## config.mk

```make
export PLATFORM = sky130hd
export DESIGN_NAME = agu_modulo_bounds_regs
export DESIGN_NICKNAME = d
export VERILOG_FILES = /design/src/design/agu_modulo_pkg.sv /design/src/design/agu_modulo_bounds_regs.sv /design/src/design/agu_reverse_add.sv
export VERILOG_INCLUDE_DIRS = /design/src /design/src/design
export SDC_FILE = /design/constraint.sdc
export NUM_CORES = 1
export LEC_CHECK = 0
export BUFFER_PORTS_ARGS = -buffer_cell sky130_fd_sc_hd__buf_2
export CAP_MARGIN = 20
export CELL_PAD_IN_SITES_DETAIL_PLACEMENT = 1
export CELL_PAD_IN_SITES_GLOBAL_PLACEMENT = 2
export CORE_ASPECT_RATIO = 1.5
export CORE_MARGIN = 2
export CORE_UTILIZATION = 35
export CTS_CLUSTER_DIAMETER = 40
export DETAILED_ROUTE_END_ITERATION = 7
export PLACE_DENSITY = 0.72
export SLEW_MARGIN = 20
export SYNTH_ARGS = -nofsm -noshare
export SYNTH_HDL_FRONTEND = slang
export SYNTH_SLANG_ARGS = --single-unit
```

## constraint.sdc

```tcl
create_clock -name core_clk -period 8.5 [get_ports core_clk]
set_clock_uncertainty 0.05 [all_clocks]
set_input_delay 0.425 -clock core_clk [delete_from_list [all_inputs] [get_ports core_clk]]
set_output_delay 0.425 -clock core_clk [all_outputs]
set_load 0.1 [all_outputs]
```

## src/design/agu_modulo_consts.svh

```systemverilog
/*
 * Register offsets, field positions, reset values and encodings for the
 * data-space address generator control bank.
 * Assumes inclusion by bare name; definitions only.
 */
`ifndef AGU_MODULO_CONSTS_SVH
`define AGU_MODULO_CONSTS_SVH

// word offsets on the plain register port
`define AGU_OFS_MODE_CONTROL    3'h0
`define AGU_OFS_X_START         3'h1
`define AGU_OFS_X_END           3'h2
`define AGU_OFS_REV_CONTROL     3'h3
`define AGU_OFS_PTR_REQ         3'h4
`define AGU_OFS_PTR_RESULT      3'h5

// mode control field positions
`define AGU_XSEL_LSB            0
`define AGU_YSEL_LSB            4
`define AGU_RSEL_LSB            8
`define AGU_X_EN_BIT            15
`define AGU_Y_EN_BIT            14
`define AGU_MODE_IMPL_MASK      16'hcfff

// reverse control: enable in bit 15, modifier in bits 14..0
`define AGU_REV_EN_BIT          15
`define AGU_REV_MOD_MASK        16'h7fff

// pointer request fields: index in 3..0, decrement in 4, step in 11..8
`define AGU_REQ_IDX_LSB         0
`define AGU_REQ_DEC_BIT         4
`define AGU_REQ_STEP_LSB        8

// reset values and forced bit 0 of the bounds
`define AGU_RST_WORD            16'h0000
`define AGU_START_BIT0          1'b0
`define AGU_END_BIT0            1'b1
`define AGU_SEL_DISABLED        4'hf

`endif

```

## src/design/agu_modulo_pkg.sv

```systemverilog
/*
 * Types shared by the address generator control bank.
 * Assumes agu_modulo_consts.svh is compiled alongside.
 */
package agu_modulo_pkg;
    typedef logic [15:0] word_t;
    typedef logic [3:0]  sel_t;
    typedef enum logic [1:0] {
        UPD_LINEAR,
        UPD_MODULO,
        UPD_REVERSE
    } upd_kind_t;
endpackage : agu_modulo_pkg

```

## src/design/agu_modulo_bounds_regs.sv

```systemverilog
/*
 * Control bank for the data-space address generators: mode control,
 * X circular start/end bounds, reverse control, and a pointer update
 * port that applies the selected update to a software-given pointer.
 * Assumes a single-cycle plain register master on core_clk (20 MHz)
 * whose strobes last one cycle and never come together; the bank never
 * stalls the master and has no error response.
 */
// The address-and-strobe port and the placing of the registers are this design's own decisions.
// Functional notes
// [RL1] start register bits 15..1 hold lower bound, read/write, zero at reset
// [RL2] start register bit 0 always reads zero; writes ignored
// [RL3] end register bits 15..1 hold upper bound, read/write, zero at reset
// [RL4] end register bit 0 always reads one
// [RL5] reverse mode adds modifier with carry moving toward lower bits
// [RL6] bits above pivot unchanged; address bit 0 never changed
// [RL7] modulo pointer past end wraps to start; below start wraps to end
module agu_modulo_bounds_regs (
    input  wire logic        core_clk,
    input  wire logic        rst_n,
    input  wire logic        clk_en,
    input  wire logic [2:0]  reg_addr,
    input  wire logic [15:0] reg_wdata,
    input  wire logic        reg_wr,
    input  wire logic        reg_rd,
    output logic      [15:0] reg_rdata,
    output logic      [3:0]  x_circular_pointer_select,
    output logic      [3:0]  y_circular_pointer_select,
    output logic      [3:0]  reversed_pointer_select,
    output logic      [15:0] lower_boundary_field,
    output logic      [15:0] upper_boundary_field
);
    `include "agu_modulo_consts.svh"

    //////////////////////////////////////////////////////////////////////
    // register map, one 16-bit word per offset:
    //   0  mode control: circular and reversed pointer selects, enables
    //   1  circular start bound, bit 0 reads zero
    //   2  circular end bound, bit 0 reads one
    //   3  reverse control: enable and step modifier
    //   4  pointer request, write only; reads return zero
    //   5  pointer value: a write seeds it, a read returns the result
    // the pointer request port lets software drive the same update path
    // the generators use, so the bound and reverse logic can be exercised
    // without a data-space access engine around this bank

    agu_modulo_pkg::word_t mode_ff,   nxt_mode;
    agu_modulo_pkg::word_t xs_ff,     nxt_xs;
    agu_modulo_pkg::word_t xe_ff,     nxt_xe;
    agu_modulo_pkg::word_t rev_ff,    nxt_rev;
    agu_modulo_pkg::word_t result_ff, nxt_result;
    agu_modulo_pkg::word_t rdata_ff,  nxt_rdata;
    agu_modulo_pkg::word_t start_word;
    agu_modulo_pkg::word_t end_word;
    agu_modulo_pkg::word_t rev_sum;
    agu_modulo_pkg::word_t step_val;
    agu_modulo_pkg::word_t lin_next;
    agu_modulo_pkg::word_t mod_next;
    agu_modulo_pkg::word_t over_end;
    agu_modulo_pkg::word_t under_start;
    agu_modulo_pkg::upd_kind_t kind;
    logic [3:0] req_idx;
    logic       req_dec;

    //////////////////////////////////////////////////////////////////////
    // bounds as seen by software reads and the wrap compare: bit 0 forced [RL2] [RL4]
    // the forced bits live only on the read and compare side, so the flops
    // hold nothing that software is not allowed to change
    assign start_word = {xs_ff[15:1], `AGU_START_BIT0}; // [RL2]
    assign end_word   = {xe_ff[15:1], `AGU_END_BIT0};   // [RL4]

    //////////////////////////////////////////////////////////////////////
    // pointer request decode taken from the write data
    // only the low 12 bits of a request mean anything: index, direction
    // and a step of up to 15 bytes
    assign req_idx  = reg_wdata[`AGU_REQ_IDX_LSB +: 4];
    assign req_dec  = reg_wdata[`AGU_REQ_DEC_BIT];
    assign step_val = {12'h000, reg_wdata[`AGU_REQ_STEP_LSB +: 4]};

    // reverse-carry adder works on the stored pointer; the modifier is the
    // low 15 bits of the reverse control word
    agu_reverse_add #(
        .WIDTH (16)
    ) u_rev (
        .ptr      (result_ff),
        .modifier (rev_ff[14:0]),
        .sum      (rev_sum)
    );

    // reverse mode wins over modulo when both pick the same register,
    // matching the way the reverse generator overrides the X write side
    // an X select of all ones means no register; decrement requests never
    // take the reverse path, since reverse order only runs forward
    always_comb begin
        if (rev_ff[`AGU_REV_EN_BIT] && !req_dec
            && reversed_pointer_select == req_idx) begin
            kind = agu_modulo_pkg::UPD_REVERSE;
        end else if (mode_ff[`AGU_X_EN_BIT]
                     && x_circular_pointer_select == req_idx
                     && x_circular_pointer_select != `AGU_SEL_DISABLED) begin
            kind = agu_modulo_pkg::UPD_MODULO;
        end else begin
            kind = agu_modulo_pkg::UPD_LINEAR;
        end
    end

    // plain post-modify of the stored pointer
    assign lin_next = req_dec ? (result_ff - step_val)
                              : (result_ff + step_val);

    //////////////////////////////////////////////////////////////////////
    // circular wrap of the post-modified pointer [RL7]
    // the overshoot past a bound carries into the far end of the buffer,
    // so a step of several bytes still lands on the right entry; a step
    // longer than the whole buffer is folded once only, so software must
    // keep steps no larger than the buffer
    // the end bound is compared with bit 0 set, so a pointer on the last
    // word is inside and the next word is the first one outside
    always_comb begin
        over_end    = lin_next - end_word;
        under_start = start_word - lin_next;
        if (!req_dec && lin_next > end_word) begin
            mod_next = start_word + (over_end - 16'h0001); // [RL7]
        end else if (req_dec && lin_next < start_word) begin
            mod_next = end_word - (under_start - 16'h0001); // [RL7]
        end else begin
            mod_next = lin_next;
        end
    end

    //////////////////////////////////////////////////////////////////////
    // register writes and pointer update
    always_comb begin
        nxt_mode   = mode_ff;
        nxt_xs     = xs_ff;
        nxt_xe     = xe_ff;
        nxt_rev    = rev_ff;
        nxt_result = result_ff;
        if (reg_wr) begin
            unique case (reg_addr)
                `AGU_OFS_MODE_CONTROL: begin
                    // unimplemented mode bits are masked so they read zero
                    nxt_mode = reg_wdata & `AGU_MODE_IMPL_MASK;
                end
                `AGU_OFS_X_START: begin
                    nxt_xs = {reg_wdata[15:1], 1'b0}; // [RL1] [RL2]
                end
                `AGU_OFS_X_END: begin
                    nxt_xe = {reg_wdata[15:1], 1'b0}; // [RL3]
                end
                `AGU_OFS_REV_CONTROL: begin
                    nxt_rev = reg_wdata;
                end
                `AGU_OFS_PTR_RESULT: begin
                    nxt_result = reg_wdata; // seed the pointer
                end
                `AGU_OFS_PTR_REQ: begin
                    unique case (kind)
                        agu_modulo_pkg::UPD_REVERSE: begin
                            nxt_result = rev_sum; // [RL5] [RL6]
                        end
                        agu_modulo_pkg::UPD_MODULO: begin
                            nxt_result = mod_next; // [RL7]
                        end
                        agu_modulo_pkg::UPD_LINEAR: begin
                            nxt_result = lin_next;
                        end
                    endcase
                end
                // offsets 6 and 7 hold nothing; writes there are dropped
                default: begin
                end
            endcase
        end
    end

    //////////////////////////////////////////////////////////////////////
    // read mux; unmapped offsets read zero
    // the data register keeps its word between reads, so a master that
    // samples late still sees the last answer; bound reads use the forced
    // bit 0 view, not the raw flops
    always_comb begin
        nxt_rdata = rdata_ff;
        if (reg_rd) begin
            unique case (reg_addr)
                `AGU_OFS_MODE_CONTROL: nxt_rdata = mode_ff;
                `AGU_OFS_X_START:      nxt_rdata = start_word; // [RL1]
                `AGU_OFS_X_END:        nxt_rdata = end_word;   // [RL3]
                `AGU_OFS_REV_CONTROL:  nxt_rdata = rev_ff;
                `AGU_OFS_PTR_RESULT:   nxt_rdata = result_ff;
                default:               nxt_rdata = `AGU_RST_WORD;
            endcase
        end
    end

    // all state clears at power-on and freezes while clk_en is low
    // a strobe that meets clk_en low is lost, not held over; the master
    // must repeat it once the enable returns
    always_ff @(posedge core_clk or negedge rst_n) begin
        if (!rst_n) begin
            mode_ff   <= `AGU_RST_WORD;
            xs_ff     <= `AGU_RST_WORD; // [RL1]
            xe_ff     <= `AGU_RST_WORD; // [RL3]
            rev_ff    <= `AGU_RST_WORD;
            result_ff <= `AGU_RST_WORD;
            rdata_ff  <= `AGU_RST_WORD;
        end else if (clk_en) begin
            mode_ff   <= nxt_mode;
            xs_ff     <= nxt_xs;
            xe_ff     <= nxt_xe;
            rev_ff    <= nxt_rev;
            result_ff <= nxt_result;
            rdata_ff  <= nxt_rdata;
        end
    end

    //////////////////////////////////////////////////////////////////////
    // outputs straight from flip-flops
    // the end bound leaves the raw flop, bit 0 low; generators that need
    // the inclusive last byte add the forced one themselves
    assign reg_rdata                 = rdata_ff;
    assign x_circular_pointer_select = mode_ff[`AGU_XSEL_LSB +: 4];
    assign y_circular_pointer_select = mode_ff[`AGU_YSEL_LSB +: 4];
    assign reversed_pointer_select   = mode_ff[`AGU_RSEL_LSB +: 4];
    assign lower_boundary_field      = xs_ff;
    assign upper_boundary_field      = xe_ff;
endmodule : agu_modulo_bounds_regs

```

## src/design/agu_reverse_add.sv

```systemverilog
/*
 * Combinational reverse-carry adder for bit-reversed pointer update.
 * Assumes a word-aligned pointer; bit 0 passes through untouched.
 */
module agu_reverse_add #(
    parameter int WIDTH = 16
) (
    input  wire logic [WIDTH-1:0] ptr,
    input  wire logic [WIDTH-2:0] modifier,
    output logic      [WIDTH-1:0] sum
);
    logic [WIDTH-1:0] mod_sh;
    logic [WIDTH-1:0] carry;

    // modifier shifted left one place to address words
    assign mod_sh = {modifier, 1'b0};

    //////////////////////////////////////////////////////////////////////
    // carry moves from the top bit toward bit 1 [RL5]
    assign carry[WIDTH-1] = 1'b0;
    genvar i;
    generate
        for (i = WIDTH - 1; i >= 1; i--) begin : g_bit
            assign sum[i] = ptr[i] ^ mod_sh[i] ^ carry[i]; // [RL5]
            if (i > 1) begin : g_c
                assign carry[i-1] = (ptr[i] & mod_sh[i])
                                  | (carry[i] & (ptr[i] ^ mod_sh[i]));
            end
        end
    endgenerate
    // bit 0 never altered; carry past bit 1 is dropped; the top carry-in is zero, so bits above the
    // modifier's pivot see no carry and stay put [RL6]
    assign carry[0] = 1'b0;
    assign sum[0]   = ptr[0]; // [RL6]
endmodule : agu_reverse_add
```

==> reports/metrics.cfg <==
[detailed_routing]
wl_um = 28600
final_antenna_net_count = 0
avgViaCountPerCell = 5.43
drt-initial-drc-count = 305
drt-pass1-iter-count = 5
vias = 6989
drc_errors = 0
wire_per_inst_um = 22.3

[worst_setup_path]
startpoint_type = flip-flop
end_kind = flip-flop
cp_max_fo = 4
rrSetupSlack_ns = 1.90
cp.required_ns = 8.69
arrival_ns = 6.80
critPathKind = flip-flop to flip-flop

[cts]
clk_latency_ns = 0.35
cts_root_buffer = clkbuf_16
cts_buffers = 9
cts_resized = 0
cts_tree = done
clk_pin_slew_ns = 0.07
cts_max_level = 3
clock_path_buffers = 2
clock_sinks = 92

[power]
p_leak_nw = 4.13
power.density_mw_per_mm2 = 431
vdd_drop_max_uv = 230

[placed_design]
post-place-ws_ns = 1.99
placed_area_sq_mm = 0.00889
hpwl_um = 23200
gp_congestion = 0.830
portBuffers = 81

[global_route]
grt_max_degree = 59
track_usage_pct = 24.1
overflow = 0
grt_pass1_wl_um = 44700
antenna_found_initial = 0
grt_pass1_vias = 7494

[flow_run]
maxCapViolations = 0

[die]
die_area_sq_mm = 0.0247
rows = 68
core_sq_mm = 0.0231
die_w_um = 129
die_y_um = 192
ioPinCount = 84
initial_utilization_pct = 35.6

[synthesis]
yosysMostFrequentCell = nand2_1
synthTopCellsByArea = dfrtp_1 28%, ha_1 12%, fa_1 10%
postSynthAreaPerCell_sq_um = 9.05
synth_ff_type = dfrtp_1
ys_ff_latch = 92
synth_top_area_share_pct = 28.0
synth_area_sq_mm = 0.00822
synth_warnings = 0
syn_inst = 908
async_flop_share_pct = 100
yosysTopAreaCell = dfrtp_1
synth-edff-count = 0
yosysUniqueCellTypes = 66
synth-seq-area-share_pct = 28.0
ys_top_cells_by_count = 106 x nand2_1, 96 x o21ai_0, 92 x dfrtp_1

[timing]
hold_viol_final = 0
timing.max_slew.rel_slack_pct = 38.8
worst_pin_slew_ns = 0.915
timing.final.crit_period_ns = 6.60
finalCritPeriodShare_pct = 77.7
final-setup-viol-count = 0
rsz0062_at_grt = no
maxSlewViolCount = 0
clock.fmax_mhz = 151
setup-tns-final_ns = 0
fin_ws_ns = 1.90

[layout]
nNetsFinal = 1108
regArea_sq_mm = 0.00230
layout-drive-gt1-share_pct = 16.3
area_growth_syn_to_layout_pct = 12.5
nFillCells = 2735
diodes = 0
fin_area_sq_mm = 0.00925
multi_input_area_sq_mm = 0.00548

[worst_hold_path]
hp-class = primary input to flip-flop

[run_status]
status = finished, final reports clean

## cells by family after synthesis
group / after synthesis / synth area share (%)
xor gates and xnor gates: 42 / 4.48
and+or+nand+nor: 226 / 12.5
DFF: 92 / 28.0
AOI/OAI and AO/OA: 268 / 20.2
muxes: 55 / 7.41
buffers and inverters: 106 / 5.50
other: 1 / 0.0456
adders and majority gates: 118 / 21.8
## per-stage QoR
step	cells	util [%]	power, mW	hold slack (ns)
floorplan	909	-	2.81	0.0794
global placement	1268	38.6	3.52	0.379
detailed placement	1268	38.6	3.55	0.379
CTS	1285	40.1	4.03	0.309
global route	1286	40.1	4.35	0.329
finish	1286	40.1	3.99	0.316
## layout by cell type (no fill, tap or decap), types with 7 or more instances in the layout
master | Yosys | final
o21ai_0 | 96 | 96
a21o_1 | 13 | 13
nand2_1 | 106 | 106
ha_1 | 76 | 76
a22oi_1 | 20 | 20
xnor2_1 | 26 | 26
nand3_1 | 16 | 16
nand2b_1 | 9 | 9
o221ai_1 | 10 | 10
a31oi_1 | 14 | 14
a211oi_1 | 7 | 7
nor2b_1 | 7 | 7
or3_1 | 13 | 13
mux2i_1 | 17 | 17
nor2_1 | 39 | 38
dfrtp_1 | 92 | 92
fa_1 | 42 | 42
nor3_1 | 14 | 14
a21oi_1 | 55 | 55
inv_1 | 55 | 55
buf_2 | 1 | 80
clkbuf_16 | 0 | 9
buf_4 | 14 | 16
mux2_2 | 37 | 37
o21ai_1 | 11 | 11
xor2_1 | 16 | 16
## worst paths after layout
| kind | from | endpoint | depth (start not counted) |
|---|---|---|---|
| min | reg_wdata[12] | lower_boundary_field[12] | 3 |
| max reg2reg | result_ff[15] | result_ff[1] | 17 |
| max | result_ff[15] | result_ff[1] | 17 |
| min reg2reg | reg_rdata[1] | reg_rdata[1] | 2 |
| min in group asynchronous | rst_n | lower_boundary_field[5] | 2 |
| max in group asynchronous | rst_n | rev_ff[15] | 3 |
## routing by layer
metal / GRT usage [%] / routed length [um] / up-vias
met5: 0 / 0 / -
met4: 7.36 / 634 / 0
met3: 2.20 / 713 / 27
met2: 42.2 / 14600 / 132
met1: 31.2 / 12700 / 3508
li1: - / - / 3322
## cell type report
cell class | instances | area share [%]
Timing Repair Buffer | 97 | 5.74
Sequential cell | 92 | 24.9
Tap cell | 315 | 4.26
Clock buffer | 11 | 2.73
Clock inverter | 5 | 0.893
Multi-Input combinational cell | 711 | 59.2
Inverter | 55 | 2.23
## repair_timing
item | CTS | global route
hold buffers | 1 | 0
buffers inserted | 0 | 0
hold endpoints to repair | 2 | 0
## report_power, final
part	internal (mW)	total (mW)	leakage (nW)	switching (mW)
combinational	1.02	2.85	2.85	1.83
sequential	0.532	0.677	1.12	0.145
clock	0.275	0.457	0.166	0.181
total	1.83	3.99	4.13	2.15
## flip-flops by register name, indices dropped and copies added, names as in the netlist
register,cells
upper_boundary_field,15
rev_ff,16
result_ff,16
reg_rdata,16
mode_ff,14
lower_boundary_field,15
## worst max-delay path, cell delays in order (launching register included)
cell and delay, ns:
dfrtp_1 0.43, ha_1 0.21, fa_1 0.38, fa_1 0.41, fa_1 0.40, fa_1 0.40, fa_1 0.39, fa_1 0.41
fa_1 0.40, fa_1 0.42, fa_1 0.40, fa_1 0.40, fa_1 0.40, fa_1 0.41, fa_1 0.39, xor2_1 0.19
o21ai_0 0.12, a221oi_1 0.28
Power figures use the tool's default switching activity.
